### src/common/shic_pkg.sv
// Shared constants and types for the halt / light idle standby controller
package shic_pkg;

  // ----------------------------------------------------------------
  // Standby states
  // ----------------------------------------------------------------
  typedef enum logic [1:0] {
    SHIC_NORMAL = 2'b00,
    SHIC_HALT   = 2'b01,
    SHIC_IDLE   = 2'b10
  } shic_state_t;

  // ----------------------------------------------------------------
  // Mode select and trigger encodings
  // ----------------------------------------------------------------
  localparam logic [1:0] MODE_SEL_LIGHT_IDLE = 2'h0;
  localparam logic STANDBY_TRIGGER_SET = 1'h1;
  localparam int EXT_IRQ_COUNT = 8;

  // ----------------------------------------------------------------
  // Reset values of the registered outputs
  // ----------------------------------------------------------------
  localparam logic RST_CPU_CLK_EN = 1'h1;
  localparam logic RST_PERIPH_CLK_EN = 1'h1;
  localparam logic RST_OSC_RUN = 1'h1;
  localparam logic RST_HOLD = 1'h0;
  localparam logic RST_PULSE = 1'h0;

  // ----------------------------------------------------------------
  // Timing: wake to resumed clocks, no stabilization wait
  // ----------------------------------------------------------------
  localparam int WAKE_TO_RUN_CYCLES = 1;
  localparam int OSC_STAB_WAIT_CYCLES = 0;

endpackage

### src/logic/shic_standby_ctrl.sv
// Halt and light idle standby controller with wake acknowledge decisions
// Notes on behaviour
// - Any NMI or unmasked request ends halt
// - Non-nested NMI wake is acknowledged at once
// - Interrupts disabled: leave halt, keep request pending
// - Higher priority service active: keep request pending
// - Lower priority service active: acknowledge wake request
// - Halt: general timer runs unless subclock-sourced
// - Halt: watch timer runs on baud divider
// - Halt: watchdog runs unless internal oscillator
// - Halt: checksum runs only without input write
// - Halt holds pins, registers; peripherals keep running
// - Mode bits 00 plus trigger enters light idle
// - Light idle: oscillator, PLL, flash on; CPU, peripherals off
// - Light idle: subclock peripherals run, program stops
// - Idle exit inserts no stabilization wait
// - Pending unmasked request refuses light idle entry
// - Idle ends on NMI, edges, running peripherals
// - Idle ends on any reset source
// - Idle release returns to normal mode
// - Halt instruction stops the CPU clock; peripheral and oscillator clocks stay on
// - Halt with pending request exits at once
// - Halt ends on same sources, returns normal
// - Idle wake acknowledge follows halt conditions
module shic_standby_ctrl
  import shic_pkg::*;
#(
  parameter int NUM_PERIPH = 16,
  parameter int PRIO_W = 3
) (
  input wire logic clk,
  input wire logic reset,
  input wire logic clk_en,
  input wire logic halt_exec,
  input wire logic mode_select_hi,
  input wire logic mode_select_lo,
  input wire logic standby_trigger,
  input wire logic nmi_pin,
  input wire logic watchdog_nonmaskable_req,
  input wire logic nmi_in_service,
  input wire logic [EXT_IRQ_COUNT-1:0] external_irq_pins,
  input wire logic [EXT_IRQ_COUNT-1:0] ext_irq_mask,
  input wire logic [NUM_PERIPH-1:0] periph_irq_req,
  input wire logic [NUM_PERIPH-1:0] periph_irq_mask,
  input wire logic [NUM_PERIPH-1:0] periph_runs_in_idle,
  input wire logic maskable_pending,
  input wire logic [PRIO_W-1:0] wake_prio,
  input wire logic irq_globally_enabled,
  input wire logic svc_active,
  input wire logic [PRIO_W-1:0] svc_prio,
  input wire logic reset_pin_req,
  input wire logic watchdog_reset_out,
  input wire logic low_voltage_detector,
  input wire logic clock_monitor,
  input wire logic subclock_used,
  input wire logic timer_src_subclock,
  input wire logic watch_src_baud_divider,
  input wire logic wdt_src_internal_osc,
  input wire logic checksum_write_busy,
  output logic in_halt_q,
  output logic in_idle_q,
  output logic cpu_clk_en_q,
  output logic periph_clk_en_q,
  output logic osc_pll_flash_run_q,
  output logic general_timer_clk_en_q,
  output logic watch_timer_clk_en_q,
  output logic watchdog_clk_en_q,
  output logic checksum_clk_en_q,
  output logic state_hold_q,
  output logic ack_nmi_q,
  output logic ack_maskable_q,
  output logic hold_pending_q,
  output logic sys_reset_req_q,
  output logic idle_refused_q
);

  // ----------------------------------------------------------------
  // Elaboration checks
  // ----------------------------------------------------------------
  if (NUM_PERIPH < 1 || PRIO_W < 1) begin : g_bad_param
    $error("NUM_PERIPH and PRIO_W must be at least one");
  end

  // ----------------------------------------------------------------
  // Wake source decode
  // ----------------------------------------------------------------
  shic_state_t state_q, state_d;
  logic [EXT_IRQ_COUNT-1:0] ext_pins_q, ext_pins_d;
  logic [NUM_PERIPH-1:0] periph_live;
  logic [EXT_IRQ_COUNT-1:0] ext_edge;
  logic nmi_req, any_reset, mask_wake, sleeping, idle_req;
  logic in_halt_d, in_idle_d, cpu_clk_en_d, periph_clk_en_d, osc_run_d;
  logic gtimer_d, watch_d, wdog_d, crc_d, hold_d;
  logic ack_nmi_d, ack_mask_d, hold_pend_d, sys_rst_d, refused_d;

  // Edges only count once unmasked; a level held high does not rewake
  assign ext_edge = external_irq_pins & ~ext_pins_q & ~ext_irq_mask;
  assign nmi_req = nmi_pin | watchdog_nonmaskable_req;
  assign any_reset = reset_pin_req | watchdog_reset_out
                   | low_voltage_detector | clock_monitor;
  // In idle only peripherals that still have a clock can wake us
  assign periph_live = periph_irq_req & ~periph_irq_mask
                     & ((state_q == SHIC_IDLE) ? periph_runs_in_idle : '1);
  assign mask_wake = maskable_pending | (|ext_edge) | (|periph_live);
  assign sleeping = (state_q != SHIC_NORMAL);
  assign idle_req = standby_trigger == STANDBY_TRIGGER_SET
                  && {mode_select_hi, mode_select_lo} == MODE_SEL_LIGHT_IDLE;

  // ----------------------------------------------------------------
  // State and wake decision
  // ----------------------------------------------------------------
  always_comb begin
    state_d = state_q;
    ack_nmi_d = RST_PULSE;
    ack_mask_d = RST_PULSE;
    hold_pend_d = RST_PULSE;
    sys_rst_d = RST_PULSE;
    refused_d = RST_PULSE;
    unique case (state_q)
      SHIC_NORMAL: begin
        if (halt_exec) begin
          // Entered even with a request pending; it wakes us next cycle
          state_d = SHIC_HALT;
        end else if (idle_req) begin
          if (maskable_pending || nmi_req) begin
            refused_d = 1'b1;
          end else begin
            state_d = SHIC_IDLE;
          end
        end
      end
      SHIC_HALT, SHIC_IDLE: begin
        // Reset beats NMI beats maskable; all return to normal mode
        if (any_reset) begin
          state_d = SHIC_NORMAL;
          sys_rst_d = 1'b1;
        end else if (nmi_req) begin
          state_d = SHIC_NORMAL;
          // Nested NMI cannot be taken again until the first returns
          ack_nmi_d = !nmi_in_service;
          hold_pend_d = nmi_in_service;
        end else if (mask_wake) begin
          state_d = SHIC_NORMAL;
          if (!irq_globally_enabled) begin
            hold_pend_d = 1'b1;
          end else if (svc_active && svc_prio <= wake_prio) begin
            // Smaller priority value means more urgent
            hold_pend_d = 1'b1;
          end else begin
            ack_mask_d = 1'b1;
          end
        end
      end
      default: begin
        state_d = SHIC_NORMAL;
      end
    endcase
  end

  // ----------------------------------------------------------------
  // Clock gating derived from the next state
  // ----------------------------------------------------------------
  always_comb begin
    in_halt_d = (state_d == SHIC_HALT);
    in_idle_d = (state_d == SHIC_IDLE);
    ext_pins_d = external_irq_pins;
    // Oscillator, PLL and flash never stop here, so wake needs no wait
    osc_run_d = 1'b1;
    cpu_clk_en_d = (state_d == SHIC_NORMAL);
    periph_clk_en_d = !in_idle_d;
    hold_d = in_halt_d || in_idle_d;
    gtimer_d = 1'b1;
    watch_d = 1'b1;
    wdog_d = 1'b1;
    crc_d = 1'b1;
    if (in_halt_d) begin
      gtimer_d = subclock_used || !timer_src_subclock;
      watch_d = subclock_used || watch_src_baud_divider;
      wdog_d = subclock_used || !wdt_src_internal_osc;
      // A write into the checksum input would stall the stopped CPU
      crc_d = !checksum_write_busy;
    end else if (in_idle_d) begin
      // Only subclock-fed units keep counting in light idle
      gtimer_d = subclock_used && timer_src_subclock;
      watch_d = subclock_used && !watch_src_baud_divider;
      wdog_d = subclock_used && !wdt_src_internal_osc;
      crc_d = 1'b0;
    end
  end

  // ----------------------------------------------------------------
  // Registers; clk_en low freezes every flop
  // ----------------------------------------------------------------
  always_ff @(posedge clk) begin
    if (reset) begin
      state_q <= SHIC_NORMAL;
      ext_pins_q <= '0;
      in_halt_q <= RST_HOLD;
      in_idle_q <= RST_HOLD;
      cpu_clk_en_q <= RST_CPU_CLK_EN;
      periph_clk_en_q <= RST_PERIPH_CLK_EN;
      osc_pll_flash_run_q <= RST_OSC_RUN;
      general_timer_clk_en_q <= RST_PERIPH_CLK_EN;
      watch_timer_clk_en_q <= RST_PERIPH_CLK_EN;
      watchdog_clk_en_q <= RST_PERIPH_CLK_EN;
      checksum_clk_en_q <= RST_PERIPH_CLK_EN;
      state_hold_q <= RST_HOLD;
      ack_nmi_q <= RST_PULSE;
      ack_maskable_q <= RST_PULSE;
      hold_pending_q <= RST_PULSE;
      sys_reset_req_q <= RST_PULSE;
      idle_refused_q <= RST_PULSE;
    end else if (clk_en) begin
      state_q <= state_d;
      ext_pins_q <= ext_pins_d;
      in_halt_q <= in_halt_d;
      in_idle_q <= in_idle_d;
      cpu_clk_en_q <= cpu_clk_en_d;
      periph_clk_en_q <= periph_clk_en_d;
      osc_pll_flash_run_q <= osc_run_d;
      general_timer_clk_en_q <= gtimer_d;
      watch_timer_clk_en_q <= watch_d;
      watchdog_clk_en_q <= wdog_d;
      checksum_clk_en_q <= crc_d;
      state_hold_q <= hold_d;
      ack_nmi_q <= ack_nmi_d;
      ack_maskable_q <= ack_mask_d;
      hold_pending_q <= hold_pend_d;
      sys_reset_req_q <= sys_rst_d;
      idle_refused_q <= refused_d;
    end
  end

  logic woke_by_mask;
  assign woke_by_mask = clk_en && sleeping && !any_reset && !nmi_req && mask_wake;
endmodule

### config.mk
export PLATFORM = sky130hd
export DESIGN_NAME = shic_standby_ctrl
export DESIGN_NICKNAME = d
export VERILOG_FILES = /design/src/common/shic_pkg.sv /design/src/logic/shic_standby_ctrl.sv
export SDC_FILE = /design/constraint.sdc
export NUM_CORES = 1
export LEC_CHECK = 0
export BUFFER_PORTS_ARGS = -buffer_cell sky130_fd_sc_hd__buf_4
export CAP_MARGIN = 10
export CORE_ASPECT_RATIO = 1.4
export CORE_UTILIZATION = 42
export DETAILED_ROUTE_END_ITERATION = 12
export PLACE_DENSITY = 0.83
export SYNTH_ARGS = -nofsm -noshare
export SYNTH_HDL_FRONTEND = slang
export SYNTH_SLANG_ARGS = --single-unit
### constraint.sdc
create_clock -name clk -period 4.1 [get_ports clk]
set_input_delay 0.41 -clock clk [delete_from_list [all_inputs] [get_ports clk]]
set_output_delay 0.41 -clock clk [all_outputs]
set_load 0.005 [all_outputs]
# --- Word level (Yosys, flattened, before mapping) ---
# Index checks and enable logic that the tools add are counted.
word_totals:
  ff_bits: 24
  out_inout_bits: 15
classes:
  order_cmp: 1
  n_eq_ne: 4
  mux: 37
  n_bitwise: 13
  n_reduce_logical: 22
ops:
  columns: ["op", "n"]
  rows:
  - ["bitwise AND 16 bit", 2]
  - ["two-way mux 1 bit", 29]
  - ["bitwise AND 8 bit", 2]
  - ["two-way mux 16 bit", 1]
  - ["inverter 16 bit", 1]
  - ["inverter 8 bit", 2]
  - ["OR reduction 16 bit", 1]
  - ["two-way mux 2 bit", 6]
  - ["OR reduction 8 bit", 1]
  - ["logical NOT 1 bit", 6]
  - ["logical NOT 2 bit", 3]
  - ["OR 1 bit", 6]
  - ["logical AND 1 bit", 5]
  - ["logical OR 1 bit", 5]
  - ["== test 2 x 1 -> 1 bit (second input constant)", 2]
  - ["== test 2 bit (second input constant)", 2]
  - ["one-hot mux 2 bit (2 select lines)", 1]
  - ["less-or-equal comparator 3 bit", 1]
  - ["OR reduction 2 bit", 1]

# --- Logic depth before layout (Yosys ltp) ---
logic_depth:
  depth_word: 13
  ltp_mapped: 12

# --- Worst setup path before layout ---
# No wires, ideal clock.
synth_path:
  path_type: "flip-flop to flip-flop"
  from: "register state_q[0]"
  to: "register watchdog_clk_en_q"
  arrival_time_ps: 2775
  required_ps: 3978
  slack_ps: 1202
  stages_incl_launch_ff: 13
  n_path_buf: 1
  period_less_slack_ps: 2898
  cell_sequence: "dfxtp_1 -> inv_1 -> ha_1 -> buf_6 -> nand2b_1 -> a31oi_1 -> nand4_1 -> or4_4 -> a211o_1 -> ha_1 -> nor2b_1 -> o21ai_0 -> a311o_1"
synth_between:
  word_cells_on_any_way: 19
  cone_classes: "eq/ne: 4; mux: 10; bitwise: 2; reduce/logical: 3"
synth_lines:
  columns: ["item", "line", "rtl"]
  rows:
  - ["start: declaration", "shic_standby_ctrl.sv:87", "shic_state_t state_q, state_d;"]
  - ["start signal: assignment", "shic_standby_ctrl.sv:214", "state_q <= state_d;"]
  - ["== test 2 bit", "shic_standby_ctrl.sv:103, shic_standby_ctrl.sv:119", null]
  - ["two-way mux 16 bit", "shic_standby_ctrl.sv:103", "& ((state_q == SHIC_IDLE) ? periph_runs_in_idle : '1);"]
  - ["bitwise AND 16 bit", "shic_standby_ctrl.sv:103", null]
  - ["OR reduction 16 bit", "shic_standby_ctrl.sv:104", "assign mask_wake = maskable_pending | (|ext_edge) | (|periph_live);"]
  - ["OR 1 bit", "shic_standby_ctrl.sv:104", null]
  - ["two-way mux 2 bit", "shic_standby_ctrl.sv:142", "end else if (mask_wake) begin"]
  - ["two-way mux 2 bit", "shic_standby_ctrl.sv:137", "end else if (nmi_req) begin"]
  - ["two-way mux 2 bit", "shic_standby_ctrl.sv:134", "if (any_reset) begin"]
  - ["one-hot mux 2 bit (2 select lines) (*)", "shic_standby_ctrl.sv:119", "unique case (state_q)"]
  - ["== test 2 x 1 -> 1 bit (*)", "shic_standby_ctrl.sv:164", "in_halt_d = (state_d == SHIC_HALT);"]
  - ["named net in_halt_d", "shic_standby_ctrl.sv:92", "logic in_halt_d, in_idle_d, cpu_clk_en_d, periph_clk_en_d, osc_run_d;"]
  - ["two-way mux 1 bit (*)", "shic_standby_ctrl.sv:176", "if (in_halt_d) begin"]
  - ["end signal: assignment", "shic_standby_ctrl.sv:223", "watchdog_clk_en_q <= wdog_d;"]
  - ["end: declaration", "shic_standby_ctrl.sv:67", "output logic watchdog_clk_en_q,"]
# Mark *: on every way through the listed nets, which the timed path passes. The rest lies on a longest branch.
# A chain may end at the register's enable or synchronous reset.

# --- Worst setup path in the final report ---
# Ends and elaborated chain as after synthesis.

==> summary.txt <==
Hold path
  – Hold_sp: external_irq_pins[4]
  – Worst min-delay path category: input port to register
  – Hold Path Depth: 3
  – Worst hold path endpoint: ext_pins_q[4]

GRT
  – First-pass GRT wire length: 6.21 mm
  – Initial antenna violation count: 0
  – Vias in the first global route: between 1500 and 2000
  – GRT Util Overall: 20.5%
  – Largest net degree at the start of global routing: 38
  – Residual overflow from global routing: 0

Yosys
  – Post-synthesis sequential area ratio: 29.8%
  – Yosys top cell by area: dfxtp_1
  – Fraction of registers with async set/reset: 0%
  – Distinct cells, synth: just over 40
  – Seq cells post-synth: 24
  – Mean Syn Cell Area: around 8 um^2
  – Synth top area cells: dfxtp_1 30%, nand2b_1 9.3%, ha_1 7.0%
  – Top-area cell type share of the netlist area: 29.8%
  – Post-synthesis cell area: between 1500 and 2000 um^2
  – Yosys Warn Count: 0
  – Number of enable flip-flop cells after synthesis: 0
  – Synth Instances: between 150 and 200
  – Ys flop type: dfxtp_1
  – Net Count, Synth: 300

STA
  – Minimum clock period: 3.36 ns
  – Worst-Margin Slew: 0.578 ns
  – Final Hold Vio Count: 0
  – Setup Total Neg Slack: 0 ns
  – Normalized max-slew margin: about three fifths
  – Final setup viols: 0
  – Setup repair after global routing missed its margin: no
  – Slew Limit Fails: 0
  – Setup Skew: around 0.0031 ns
  – Final setup margin: about 0.74 ns
  – Max frequency: 298 MHz
  – Final Cycle Share: approximately four fifths

Critical path
  – Crit path max-delay family: compound AO/OA/AOI/OAI gates
  – Worst path arrival time: around 3.5 ns
  – Critical path, cell by cell: inv_1, ha_1, nand2b_1, a222oi_1, nand2_1, or4_4, a211o_1, ha_1, nor2b_1, nand2b_1, a311o_1
  – CP max-delay cell: ha_1
  – Worst r2r dst: watchdog_clk_en_q
  – Critical path buffers and inverters: 1
  – R2R setup slack: ~0.74 ns
  – WP data required: ~4.3 ns
  – Reg2Reg Launch Point: state_q[0]
  – Worst-path fanout max: 15
  – Critical path class: register to register
  – CP Capture Type: register
  – R2R depth: 11
  – Worst path max stage delay: 0.48 ns
  – CP startpoint kind: register

Pwr
  – Comb pwr share: around 28%
  – Sw Share: 24.7%
  – Worst IR Drop VDD: 0.184 mV
  – Leakage: approximately 1.1 nW
  – Int Power: around 0.41 mW
  – Overall power: ~0.54 mW
  – Clock Power Share: between 20% and 30%
  – Pwr/cell area: ~220 nW/um^2
  – Sequential share of power: between 40 and 50%
  – Total net switching power: ~0.13 mW

Clock tree
  – Clock tree buffer depth: 2
  – CTS tree: yes
  – Hold_buf cts: 0
  – Clock-pin slew on the worst setup and hold paths: 0.08 ns
  – Sink Count: 24
  – H-tree levels: 1
  – Clock Latency Late Sink: 0.26 ns
  – CTS Buf Count: 3
  – Post-CTS Setup Inserts: 0
  – Post_cts resized: 0
  – Root Driver: clkbuf_8

Cells and area
  – N_diodes: 0
  – P&R area growth vs syn: 52.0%
  – Most frequent cells in the layout: 105 x buf_4, 24 x nand2b_1, 24 x dfxtp_1
  – Nets: approximately 400
  – Fin util: about two thirds
  – Most common cell after layout, fill and taps aside: buf_4
  – Layout cells sized above 1: between 30% and 40%

Drt
  – DRC viols: 0
  – Final WL: roughly 4 mm
  – Via count: 1760
  – Routed Antenna Nets: 0
  – Drt wl/cell: around 12 um
  – Drt via density: 5.18
  – Router iterations before antenna repair: 4
  – Initial DRC count: 45

Floorplanning
  – Die X: 54.3 um
  – Area of the core: between 3000 and 4000 um^2
  – Die area: between 4000 and 5000 um^2
  – Ports: 107
  – Initial Util: 44.2%
  – # rows: 26
  – Die Y: 75.3 um

Place
  – DP Worst Slack: 0.757 ns
  – Hpwl dp: 3.33 mm
  – Port Buf Inserts: between 100 and 150
  – Placer Congestion: 0.778

Job
  – Total of max-cap violations: 0

Status
  – Status: finished clean
-- state kept, by name, summed over array words and instances, names as in the netlist --
name                    flops
periph_clk_en_q             1
state_q                     2
ack_nmi_q                   1
sys_reset_req_q             1
cpu_clk_en_q                1
in_halt_q                   1
in_idle_q                   1
state_hold_q                1
watchdog_clk_en_q           1
ack_maskable_q              1
hold_pending_q              1
ext_pins_q                  8
watch_timer_clk_en_q        1
checksum_clk_en_q           1
general_timer_clk_en_q      1
idle_refused_q              1
-- power by group through the flow --
stage | Sequential, mW | Combinational (mW) | Clock, mW
after floorplan | 0.255 | 0.0647 | 0
after global placement | 0.255 | 0.147 | 0
after detailed placement | 0.255 | 0.151 | 0
after CTS | 0.250 | 0.151 | 0.143
after global routing | 0.251 | 0.165 | 0.156
final | 0.250 | 0.149 | 0.140
-- synth_stat cells, types with 2 or more instances --
master and number:
a211o_1 3, a21oi_1 8, a31oi_1 7, a32oi_1 3, clkbuf_1 7, dfxtp_1 24
ha_1 9, inv_1 19, mux2_2 2, mux2i_1 10, nand2_1 6, nand2b_1 24
nand3_1 2, nand4_1 5, nand4b_1 2, nor2_1 15, nor2b_1 13, nor3b_1 9
nor4b_1 2, o211ai_1 2, o21ai_0 6, o22ai_1 2
-- worst max-delay path by stage --
stage,end,startpoint,cells past startpoint
detailed placement,watchdog_clk_en_q,state_q[0],11
global placement,watchdog_clk_en_q,state_q[0],11
CTS,watchdog_clk_en_q,state_q[0],11
finish,watchdog_clk_en_q,state_q[0],11
global route,watchdog_clk_en_q,state_q[0],11
floorplan,watchdog_clk_en_q,state_q[0],12
-- logic make-up after synthesis --
kind of cell	synth area share, %
AO/OA/AOI/OAI	15.5
adder cells (fa/ha/maj)	6.99
buffers and inverters	7.23
flip-flops	29.8
multiplexers	7.61
other	0.233
AND/OR/NAND/NOR	32.6
-- worst reg2reg max path, cell delays in order (launching register included) --
cell,delay [ns]
dfxtp_1,0.35
inv_1,0.09
ha_1,0.48
nand2b_1,0.10
a222oi_1,0.46
nand2_1,0.11
or4_4,0.44
a211o_1,0.33
ha_1,0.26
nor2b_1,0.22
nand2b_1,0.09
a311o_1,0.34
-- area by class of cell --
cell class | count | area (um^2)
multi-input cells | 147 | 1010
flip-flops and latches | 24 | 480
fillers | 336 | 1200
inverters | 19 | 71.3
clock buffers | 3 | 41.3
repair buffers | 105 | 788
well taps | 42 | 52.6
-- routing by layer --
layer | vias up | part of all wire [%] | GRT usage, % | routed length [um]
li1 | 897 | - | - | -
met1 | 784 | 40 | 21.4 | 1600
met2 | 75 | 53 | 39.6 | 2130
met3 | 4 | 6.1 | 3.43 | 243
met4 | 0 | 0.95 | 6.55 | 38
met5 | - | 0 | 0 | 0
-- stage by stage --
step	instances	instance area (um^2)	hold WS (ns)
after floorplan	199	1610	0.461
after global placement	337	2410	0.456
after detailed placement	337	2410	0.460
after CTS	340	2450	0.382
after global routing	340	2450	0.390
final	340	2450	0.385
Note: power is estimated with default switching activity, not from simulation.
